$ cat src/io_watchdog_map.vh
`ifndef IO_WATCHDOG_MAP_VH
`define IO_WATCHDOG_MAP_VH
// Register word indices; byte address is four times the index.
`define WD_IDX_UNITS 8'h52
`define WD_IDX_COUNT 8'h53
`define WD_IDX_CONFIG 8'h54
`define WD_IDX_CONTROL 8'h55
// Field positions.
`define WD_UNITS_SEC_BIT 7
`define WD_CFG_JOY_BIT 0
`define WD_CFG_KBD_BIT 1
`define WD_CFG_MOUSE_BIT 2
`define WD_CFG_IRQ_LSB 4
`define WD_CTL_STATUS_BIT 0
`define WD_CTL_FORCE_BIT 2
`define WD_CTL_EXTEN_BIT 3
// Reset value; interrupt route that is never driven.
`define WD_RESET_VAL 8'h00
`define WD_IRQ_INVALID 4'h2
// Timing: clock rate and unit lengths; joystick port address.
`define WD_CLK_HZ 10000000
`define WD_SECOND_S 1
`define WD_MINUTE_S 60
`define WD_JOY_PORT 16'h0201
`endif

$ cat src/io_watchdog_timer.v
`timescale 1ns/1ps
`default_nettype none
`include "io_watchdog_map.vh"

// Notes on behaviour
// - Units bit: zero minutes, one seconds.
// - Zero timeout value disables counting timeouts.
// - Timeout value is binary count, up to 255.
// - Joystick enable: port 201h access restarts.
// - Keyboard enable: keyboard interrupt restarts.
// - Mouse enable: mouse interrupt restarts.
// - Config bits 7:4 route interrupt line.
// - Status bit set on timeout, read/write.
// - Writing force bit causes timeout, self-clears.
// - External enable lets controller rising edge force.
// - Edge pulse ORed with software force bit.
module io_watchdog_timer #(
    parameter [31:0] SECOND_CYCLES = `WD_CLK_HZ * `WD_SECOND_S,
    parameter [31:0] MINUTE_SECONDS = `WD_MINUTE_S
) (
    input wire core_clk, // System clock, 10 MHz.
    input wire rst, // Main power-on reset, async, active high.
    input wire standbyPor, // Standby supply power-on reset pin.
    input wire busReset, // Host bus reset pin.
    input wire [7:0] address, // Avalon word address.
    input wire read, // Avalon read strobe.
    input wire write, // Avalon write strobe.
    input wire [31:0] writedata, // Avalon write data.
    input wire [3:0] byteenable, // Avalon byte enables.
    output reg [31:0] readdata, // Avalon read data.
    output wire waitrequest, // Avalon wait request.
    input wire ioStrobe, // Pulse on any host I/O cycle, same clock.
    input wire [15:0] ioAddr, // Host I/O address with ioStrobe.
    input wire kbdIrq, // Keyboard interrupt level pin.
    input wire mouseIrq, // Mouse interrupt level pin.
    input wire kbcForceOutput, // Keyboard controller forcing output pin.
    output reg [15:0] irqLines // Host interrupt lines, one-hot.
);

    // Host-visible register copies and timer state.
    reg [7:0] unitsReg_q;
    reg [7:0] countReg_q;
    reg [7:0] config_q;
    reg statusBit_q;
    reg extEnable_q;
    reg forceBit_q;
    reg [7:0] remain_q;
    reg [31:0] tick_q;
    reg [5:0] minuteCnt_q;
    reg ack_q;
    // Synchronisers and edge detector history.
    reg [1:0] standbySync_q;
    reg [1:0] busSync_q;
    reg [1:0] kbcSync_q;
    reg [1:0] kbdSync_q;
    reg [1:0] mouseSync_q;
    reg kbcLast_q;
    reg kbdLast_q;
    reg mouseLast_q;
    // Decoded strobes and events.
    wire standbyRst;
    wire busRst;
    wire wrStb;
    wire rdStb;
    wire kbcRise;
    wire kbdRise;
    wire mouseRise;
    wire joyHit;
    wire restart;
    wire secondTick;
    wire unitTick;
    wire countTimeout;
    wire timeoutEvent;
    wire localReset;
    wire wrUnits;
    wire wrCount;
    wire wrConfig;
    wire wrControl;
    wire loadCount;

    // Standby reset pin passes two flip-flops before any logic reads it.
    always @(posedge core_clk or posedge rst) begin
        if (rst) begin
            standbySync_q <= 2'h0;
        end else begin
            standbySync_q <= {standbySync_q[0], standbyPor};
        end
    end

    // Bus reset pin is synchronised the same way.
    always @(posedge core_clk or posedge rst) begin
        if (rst) begin
            busSync_q <= 2'h0;
        end else begin
            busSync_q <= {busSync_q[0], busReset};
        end
    end

    // Forcing output pin synchroniser.
    always @(posedge core_clk or posedge rst) begin
        if (rst) begin
            kbcSync_q <= 2'h0;
        end else begin
            kbcSync_q <= {kbcSync_q[0], kbcForceOutput};
        end
    end

    // Keyboard interrupt pin synchroniser.
    always @(posedge core_clk or posedge rst) begin
        if (rst) begin
            kbdSync_q <= 2'h0;
        end else begin
            kbdSync_q <= {kbdSync_q[0], kbdIrq};
        end
    end

    // Mouse interrupt pin synchroniser.
    always @(posedge core_clk or posedge rst) begin
        if (rst) begin
            mouseSync_q <= 2'h0;
        end else begin
            mouseSync_q <= {mouseSync_q[0], mouseIrq};
        end
    end

    // Edge detectors look only at the second synchroniser stage.
    // History resets to the pins' idle low level, so no false edge.
    always @(posedge core_clk or posedge rst) begin
        if (rst) begin
            kbcLast_q <= 1'b0;
        end else begin
            kbcLast_q <= kbcSync_q[1];
        end
    end

    // Keyboard interrupt history for its edge detector.
    always @(posedge core_clk or posedge rst) begin
        if (rst) begin
            kbdLast_q <= 1'b0;
        end else begin
            kbdLast_q <= kbdSync_q[1];
        end
    end

    // Mouse interrupt history for its edge detector.
    always @(posedge core_clk or posedge rst) begin
        if (rst) begin
            mouseLast_q <= 1'b0;
        end else begin
            mouseLast_q <= mouseSync_q[1];
        end
    end

    assign standbyRst = standbySync_q[1];
    assign busRst = busSync_q[1];
    // A held-high output gives one pulse only, so a long level is safe.
    assign kbcRise = kbcSync_q[1] & ~kbcLast_q;
    assign kbdRise = kbdSync_q[1] & ~kbdLast_q;
    assign mouseRise = mouseSync_q[1] & ~mouseLast_q;

    // Registers answer after one wait cycle: waitrequest drops while acking.
    assign waitrequest = (read | write) & ~ack_q;
    assign wrStb = write & ack_q;
    assign rdStb = read & ~ack_q;

    // Restart sources, each gated by its own enable bit.
    assign joyHit = ioStrobe && (ioAddr == `WD_JOY_PORT);
    assign restart = (joyHit & config_q[`WD_CFG_JOY_BIT])
        | (kbdRise & config_q[`WD_CFG_KBD_BIT])
        | (mouseRise & config_q[`WD_CFG_MOUSE_BIT]);

    // Unit pacing: one second of cycles, then sixty for a minute.
    assign secondTick = (tick_q == SECOND_CYCLES - 32'h1);
    assign unitTick = secondTick
        & (unitsReg_q[`WD_UNITS_SEC_BIT] |
           ({26'h0, minuteCnt_q} == MINUTE_SECONDS - 32'h1));
    // A zero remaining count never times out by counting.
    assign countTimeout = unitTick && (remain_q == 8'h01)
        && (countReg_q != 8'h00);
    assign timeoutEvent = countTimeout | forceBit_q
        | (kbcRise & extEnable_q);

    // Bus handshake: one wait cycle, then ack for one cycle.
    always @(posedge core_clk or posedge rst) begin
        if (rst) begin
            ack_q <= 1'b0;
        end else begin
            ack_q <= (read | write) & ~ack_q;
        end
    end

    // Read data is registered in the wait cycle.
    always @(posedge core_clk or posedge rst) begin
        if (rst) begin
            readdata <= 32'h0;
        end else if (rdStb) begin
            if (address == `WD_IDX_UNITS) begin
                readdata <= {24'h0, unitsReg_q};
            end else if (address == `WD_IDX_COUNT) begin
                readdata <= {24'h0, countReg_q};
            end else if (address == `WD_IDX_CONFIG) begin
                readdata <= {24'h0, config_q};
            end else if (address == `WD_IDX_CONTROL) begin
                // Force bit is write-only and reads as zero.
                readdata <= {28'h0, extEnable_q, 2'h0, statusBit_q};
            end else begin
                readdata <= 32'h0;
            end
        end
    end

    // Write selects need byteenable[0]; writes without it are refused.
    assign wrUnits = wrStb && byteenable[0] && address == `WD_IDX_UNITS;
    assign wrCount = wrStb && byteenable[0] && address == `WD_IDX_COUNT;
    assign wrConfig = wrStb && byteenable[0] && address == `WD_IDX_CONFIG;
    assign wrControl = wrStb && byteenable[0]
        && address == `WD_IDX_CONTROL;
    // Either synchronised reset pin clears everything but status, which only standby clears.
    assign localReset = standbyRst | busRst;

    // Units register keeps only the seconds select bit.
    always @(posedge core_clk or posedge rst) begin
        if (rst) begin
            unitsReg_q <= `WD_RESET_VAL;
        end else if (localReset) begin
            unitsReg_q <= `WD_RESET_VAL;
        end else if (wrUnits) begin
            unitsReg_q <= writedata[7:0] & 8'h80;
        end
    end

    // Timeout value, a plain binary count of units.
    always @(posedge core_clk or posedge rst) begin
        if (rst) begin
            countReg_q <= `WD_RESET_VAL;
        end else if (localReset) begin
            countReg_q <= `WD_RESET_VAL;
        end else if (wrCount) begin
            countReg_q <= writedata[7:0];
        end
    end

    // Configuration; the reserved bit 3 always reads zero.
    always @(posedge core_clk or posedge rst) begin
        if (rst) begin
            config_q <= `WD_RESET_VAL;
        end else if (localReset) begin
            config_q <= `WD_RESET_VAL;
        end else if (wrConfig) begin
            config_q <= writedata[7:0] & 8'hf7;
        end
    end

    // External force enable; a bus reset clears it as well.
    always @(posedge core_clk or posedge rst) begin
        if (rst) begin
            extEnable_q <= 1'b0;
        end else if (localReset) begin
            extEnable_q <= 1'b0;
        end else if (wrControl) begin
            extEnable_q <= writedata[`WD_CTL_EXTEN_BIT];
        end
    end

    // Force lives one cycle only, so it clears itself.
    always @(posedge core_clk or posedge rst) begin
        if (rst) begin
            forceBit_q <= 1'b0;
        end else if (localReset) begin
            forceBit_q <= 1'b0;
        end else if (wrControl) begin
            forceBit_q <= writedata[`WD_CTL_FORCE_BIT];
        end else begin
            forceBit_q <= 1'b0;
        end
    end

    // Status survives bus reset; a new timeout beats a software clear.
    always @(posedge core_clk or posedge rst) begin
        if (rst) begin
            statusBit_q <= 1'b0;
        end else if (standbyRst) begin
            statusBit_q <= 1'b0;
        end else if (timeoutEvent) begin
            statusBit_q <= 1'b1;
        end else if (wrStb && byteenable[0]
                     && address == `WD_IDX_CONTROL) begin
            statusBit_q <= writedata[`WD_CTL_STATUS_BIT];
        end
    end

    // A count write or an enabled restart reloads and realigns units.
    assign loadCount = restart | wrCount;

    // Remaining units; counting stops at zero.
    always @(posedge core_clk or posedge rst) begin
        if (rst) begin
            remain_q <= 8'h00;
        end else if (localReset) begin
            remain_q <= 8'h00;
        end else if (loadCount) begin
            remain_q <= restart ? countReg_q : writedata[7:0];
        end else if (unitTick && remain_q != 8'h00) begin
            remain_q <= remain_q - 8'h01;
        end
    end

    // Cycles within one second; idle while nothing counts.
    always @(posedge core_clk or posedge rst) begin
        if (rst) begin
            tick_q <= 32'h0;
        end else if (localReset | loadCount) begin
            tick_q <= 32'h0;
        end else if (remain_q != 8'h00) begin
            tick_q <= secondTick ? 32'h0 : tick_q + 32'h1;
        end
    end

    // Seconds within a minute; a unit tick starts the next minute.
    always @(posedge core_clk or posedge rst) begin
        if (rst) begin
            minuteCnt_q <= 6'h0;
        end else if (localReset | loadCount) begin
            minuteCnt_q <= 6'h0;
        end else if (remain_q != 8'h00 && secondTick) begin
            minuteCnt_q <= unitTick ? 6'h0 : minuteCnt_q + 6'h1;
        end
    end

    // Interrupt line follows the status bit on the routed line.
    always @(posedge core_clk or posedge rst) begin
        if (rst) begin
            irqLines <= 16'h0;
        end else begin
            irqLines <= 16'h0;
            if (config_q[7:4] != 4'h0 && config_q[7:4] != `WD_IRQ_INVALID)
            begin
                irqLines[config_q[7:4]] <= statusBit_q;
            end
        end
    end

endmodule
`default_nettype wire

$ cat config.mk
export PLATFORM = sky130hd
export DESIGN_NAME = io_watchdog_timer
export DESIGN_NICKNAME = d
export VERILOG_FILES = /design/src/io_watchdog_timer.v
export VERILOG_INCLUDE_DIRS = /design/src
export SDC_FILE = /design/constraint.sdc
export NUM_CORES = 1
export LEC_CHECK = 0
export ABC_CLOCK_PERIOD_IN_PS = 6000
export BUFFER_PORTS_ARGS = -buffer_cell sky130_fd_sc_hd__buf_2
export CORE_MARGIN = 2
export CORE_UTILIZATION = 25
export DETAILED_ROUTE_END_ITERATION = 10
export PLACE_DENSITY = 0.4
export SLEW_MARGIN = 20
export SYNTH_ARGS = -nofsm -noshare
export SYNTH_HDL_FRONTEND = slang
export SYNTH_SLANG_ARGS = --single-unit
$ cat constraint.sdc
create_clock -name core_clk -period 6 [get_ports core_clk]
set_input_delay 0.6 -clock core_clk [delete_from_list [all_inputs] [get_ports core_clk]]
set_output_delay 0.6 -clock core_clk [all_outputs]
set_load 0.02 [all_outputs]
Word-level counts from Yosys, hierarchy flattened:

Index checks and enable logic that the tools add are counted.

* ROM bits: 0
* bits of input ports: 70
* latch bits: 0
* logic and storage cells: 112
* output and inout bits: 49
* memories: 0
* register bits: 135
* RAM bits: 0

* $add $sub $neg: 3
* muxes and demuxes: 30
* bitwise operators: 25
* reduce and logical (&&, ||, !) cells: 23
* equality and inequality tests: 9
* magnitude comparators: 2
* shift operators: 0
* divide/modulo/power cells: 0
* multipliers: 0

Operators with widths (count)
* two-way mux 8 bit: 13
* two-way mux 32 bit: 3
* adder 32 x 1 -> 32 bit (second input constant): 1
* equality test 32 x 24 -> 1 bit (second input constant): 1
* equality test 8 x 7 -> 1 bit (second input constant): 4
* two-way mux 6 bit: 3
* bitwise AND 16 bit: 1
* equality test 16 x 10 -> 1 bit (second input constant): 1
* two-way mux 16 bit: 1
* nonzero test 8 bit: 2
* logical AND 1 bit: 12
* nonzero test 2 bit: 6
* bitwise AND 1 bit: 11
* OR 1 bit: 9
* equality test 8 x 1 -> 1 bit (second input constant): 1
* two-way mux 1 bit: 8
* subtractor 8 x 1 -> 8 bit (second input constant): 1
* adder 6 x 1 -> 6 bit (second input constant): 1
* equality test 6 bit (second input constant): 1
* nonzero test 3 bit: 2
* < comparator 4 x 5 -> 1 bit (second input constant): 1
* demux 1 bit (select 4 bit): 1
* greater-or-equal comparator 4 x 1 -> 1 bit (second input constant): 1
* two-way mux 4 bit: 1
* other kinds (3): 6

Longest topological paths before layout:

* depth in word-level cells: 9
* gate-level depth with buffers: 9
* mapped depth without buffers: 8

Least setup slack after synthesis:

OpenSTA, ideal clock, no wires.

* path kind: input to register
* start point: in ioAddr[5]
* end point: reg tick_q[11]
* stages on the path: 7
* data required time: 5.923 ns
* library setup time: 0.077 ns
* arrival time: 2.293 ns
* slack: 3.630 ns
* buffers on the path: 1
* cell sequence: nor4b_1 -> and4b_1 -> a31o_2 -> clkbuf_1 -> nor3_4 -> or4_1 -> a21oi_1

* word-level cells in the longest chain between the ends: 8
* elaborated cells on any way between the ends: 9
* those cells by class: eq/ne (1); mux (1); bitwise (5); reduce/logical (2)

Ends and longest elaborated chain
* start: declaration: RTL line io_watchdog_timer.v:33 `input wire [15:0] ioAddr,`
* equality test 16 x 10 -> 1 bit (no line) (*)
* logical AND 1 bit (*): RTL line io_watchdog_timer.v:167 `` assign joyHit = ioStrobe && (ioAddr == `WD_JOY_PORT); ``
* bitwise AND 1 bit (*): RTL line io_watchdog_timer.v:168 `` assign restart = (joyHit & config_q[`WD_CFG_JOY_BIT]) ``
* OR 1 bit (*) (2 in a row): RTL line io_watchdog_timer.v:168
* OR 1 bit (*): RTL line io_watchdog_timer.v:293 `assign loadCount = restart | wrCount;`
* OR 1 bit (*): RTL line io_watchdog_timer.v:312 `end else if (localReset | loadCount) begin`
* two-way mux 32 bit / nonzero test 2 bit (equally long branches)
* end signal: assignment: RTL line io_watchdog_timer.v:315 `tick_q <= secondTick ? 32'h0 : tick_q + 32'h1;`
* end: declaration: RTL line io_watchdog_timer.v:48 `reg [31:0] tick_q;`

Every way passes the cells marked *; elsewhere a longest branch is shown, timed or not.
A chain may end at the register's enable or synchronous reset.

Worst setup path after layout:

* start point: reg remain_q[2]
* end point: reg tick_q[26]

* word-level cells in the longest chain between the ends: 2

Ends and longest elaborated chain
* start: declaration: RTL line io_watchdog_timer.v:47 `reg [7:0] remain_q;`
* start signal: assignment: RTL line io_watchdog_timer.v:302 `remain_q <= restart ? countReg_q : writedata[7:0];`
* start signal: assignment: RTL line io_watchdog_timer.v:304 `remain_q <= remain_q - 8'h01;`
* nonzero test 8 bit: RTL line io_watchdog_timer.v:314 `end else if (remain_q != 8'h00) begin`
* nonzero test 2 bit (no line)

Every way passes these cells.

==> reports/qor.csv <==
metric,value,unit
top_layer,met4,
cpLargestDelayFamily,simple AND/OR/NAND/NOR gates,
setup_viol,0,
path_class,register to register,
p_per_area,238.6,mW/mm2
grt-ovfl-total,0,
fp.dieH,150.3,um
dr.pass1.iters,4,
nNetsFinal,684,
yosysSeqAreaShare,48.14,%
rsz0062_at_grt,false,
clkTransAtPathRegs,0.08,ns
grt_pass1_wl,22870,um
synth-edff-count,0,
wl_met3,395,um
ant_nets,0,
grt_pass1_vias,4180,
multi_input_area,0.002525,mm2
initial_core_util,25.47,%
drt_iter0_markers,216,
fin_ws,2.742,ns
core_area,0.02102,mm2
place_ws,2.340,ns
comb_power_share,10.7,%
synth_top_family_by_area,simple AND/OR/NAND/NOR gates,
io_buffer_count,67,
drc,0,
synthMuxAreaShare,2.617,%
synth_area_leaders,"dfrtp_1 48%, nor2_1 3.9%, a21oi_1 3.6%",
route.met2.wl,6775,um
p_clk_share,40.5,%
period_share,54.30,%
wl_per_cell,15.59,um
crit_required,6.25,ns
grt_max_degree,64,
final_max_slew_viol_count,0,
dieArea,0.02260,mm2
ctsHoldBuffers,0,
path_max_fanout,22,
maxCapViolCount,0,
max-vdd-ir-drop,0.0001324,V
synth_compound_area_share,13.53,%
place_congestion,0.7660,
cp.arrival,3.51,ns
p_total,1.466,mW
netSwitchingPower,0.4048,mW
r2r_setup_slack,2.74,ns
finalHoldViolCount,0,
cts_buffers,9,
cp_cell_sequence,or4_4 -> nor4b_4 -> or4_4 -> nand3_1 -> a21oi_1,
drive_gt1_share,17.59,%
crit_buf_inv,0,
num_vias,4275,
cp-end-kind,register,
relSlewSlack,37.26,%
max_freq,306.9,MHz
synth.top_cell.area_share,48.14,%
synth-simple-area-share,24.52,%
rows,53,
holdWs,0.2781,ns
switching_share,27.61,%
post_cts_resized,0,
clock_path_buffers,2,
seqCellArea,0.002577,mm2
wirelength,13860,um
tightestPinTransition,0.9385,ns
antenna_found_initial,0,
cts_max_level,3,
ys_warn_count,0,
met1_length,6550,um
yosys_most_used_dff,dfrtp_1,
critPathMostFrequentCell,or4_4,
vias_per_cell,4.809,
dp_hpwl,9920,um
seqPwrFrac,48.8,%
start_kind,register,
num_io_pins,119,
nFillCells,2223,
fin_skew,0.01400,ns
synth.distinct_cells,65,
fin_crit,3.258,ns
hold_path_class,input port to asynchronous set/reset pin,
p_leak,2.614,nW
status,finished clean,
synth-seq-cells,103,
synth_area,0.005354,mm2
setup_tns,0,ns
cts_tree,done,
max_stage_delay,0.73,ns
syn-mean-instance-area,9.734,um2
synth-xor-area-share,3.435,%
root_buffer,clkbuf_16,
synthArstFlopShare,100.0,%
internal_power,1.061,mW
yosys.area_share.adder,1.168,%
cts_num_sinks,103,
cp_slowest_cell,nor4b_4,
post_cts_buffers,0,
area_growth_syn_to_layout,14.75,%
insertion_delay,0.36,ns
die_x,150.3,um
num_antenna_cells,0,
synthCells,550,
synth_largest_area_cell,dfrtp_1,
grtUsageTotal,12.98,%
worst reg2reg max path, stage by stage (launching register included):
cell and delay (ns):
dfrtp_1 0.42, or4_4 0.59, nor4b_4 0.73, or4_4 0.37, nand3_1 0.68, a21oi_1 0.37
sequential cells by signal, indices dropped and copies added, names as in the netlist, 2 cells and up:
register / count
readdata: 8
tick_q: 32
irqLines: 16
config_q: 7
minuteCnt_q: 6
mouseSync_q: 2
kbcSync_q: 2
standbySync_q: 2
kbdSync_q: 2
busSync_q: 2
remain_q: 8
countReg_q: 8
final timing paths:
| path | cells past startpoint | endpoint | start |
|---|---|---|---|
| max | 5 | tick_q[26]$_DFFE_PP0P_ | remain_q[2]$_DFFE_PP0P_ |
| max in group asynchronous | 3 | irqLines[0]$_DFF_PP0_ | rst |
| max reg2reg | 5 | tick_q[26]$_DFFE_PP0P_ | remain_q[2]$_DFFE_PP0P_ |
| min reg2reg | 0 | standbySync_q[1]$_DFF_PP0_ | standbySync_q[0]$_DFF_PP0_ |
| min in group core_clk | 1 | standbySync_q[0]$_DFF_PP0_ | standbyPor |
| min | 2 | irqLines[13]$_DFF_PP0_ | rst |
cells in the final DEF (no fill, tap or decap), types with 5 or more instances in the layout:
cell	count
a21oi_1	37
a22oi_1	6
a311oi_1	5
a31oi_1	9
and3_1	8
buf_2	67
clkbuf_16	9
conb_1	26
dfrtp_1	103
ha_1	5
inv_1	11
mux2i_1	14
nand2_1	46
nand2b_1	7
nand3_1	27
nand4_1	10
nor2_1	56
nor2b_1	5
nor3_1	16
nor4_1	12
nor4b_1	5
o21ai_0	21
o22ai_1	5
o31ai_1	7
or3_1	6
or4_1	8
xnor2_1	17
through the flow:
step / util, % / area, um2 / instances
2_1_floorplan: - / 5448 / 575
5_1_grt: 29.22 / 6143 / 889
3_5_place_dp: 27.84 / 5852 / 873
3_3_place_gp: 27.84 / 5852 / 873
4_1_cts: 29.22 / 6143 / 889
6_report: 29.22 / 6143 / 889
power by group through the flow:
| stage | clock network [mW] | logic (mW) | registers [mW] |
|---|---|---|---|
| after floorplan | 0 | 0.128 | 0.728 |
| after global placement | 0 | 0.159 | 0.730 |
| after detailed placement | 0 | 0.159 | 0.730 |
| after CTS | 0.615 | 0.160 | 0.716 |
| after global routing | 0.645 | 0.177 | 0.718 |
| final | 0.593 | 0.157 | 0.716 |
layout make-up:
class                           count  share of cell area [%]
Sequential cell                   103                   41.96
Multi-Input combinational cell    413                   41.10
Timing Repair Buffer               70                   5.825
Tap cell                          275                   5.601
Clock buffer                       11                   3.951
Clock inverter                      5                  0.7943
Inverter                           12                  0.7739
routing by layer:
layer | up-vias | global-route usage, %
met4 | 0 | 4.670
met1 | 2127 | 17.63
met5 | - | 0
li1 | 2072 | -
met2 | 64 | 20.89
met3 | 12 | 2.091
Yosys cell counts (2+ instances only):
master	number
a211oi_1	4
a21o_1	2
a21oi_1	38
a22o_1	2
a22oi_1	6
a311oi_1	5
a31oi_1	9
and2b_2	2
and3_1	8
and3_2	2
and4_1	4
buf_2	4
buf_4	25
buf_6	2
clkbuf_1	14
dfrtp_1	103
ha_1	5
inv_1	12
mux2i_1	14
nand2_1	46
nand2b_1	7
nand3_1	27
nand4_1	10
nand4_2	2
nor2_1	56
nor2b_1	5
nor3_1	16
nor4_1	12
nor4b_1	5
nor4b_4	2
nor4bb_1	2
o21ai_0	21
o22ai_1	5
o311ai_0	2
o31ai_1	7
or2_2	2
or3_1	6
or4_1	8
or4_4	3
xnor2_1	17
xor2_1	4
cells by family (layout without fill, tap and decap cells):
kind of cell | after synthesis | count (layout)
simple gates | 235 | 235
other cells | 1 | 26
xor+xnor | 21 | 21
buf+inv | 59 | 98
mux | 14 | 14
compound gates | 112 | 112
flops | 103 | 103
fa+ha+maj | 5 | 5
No activity file was read; power rests on OpenSTA's default activity.
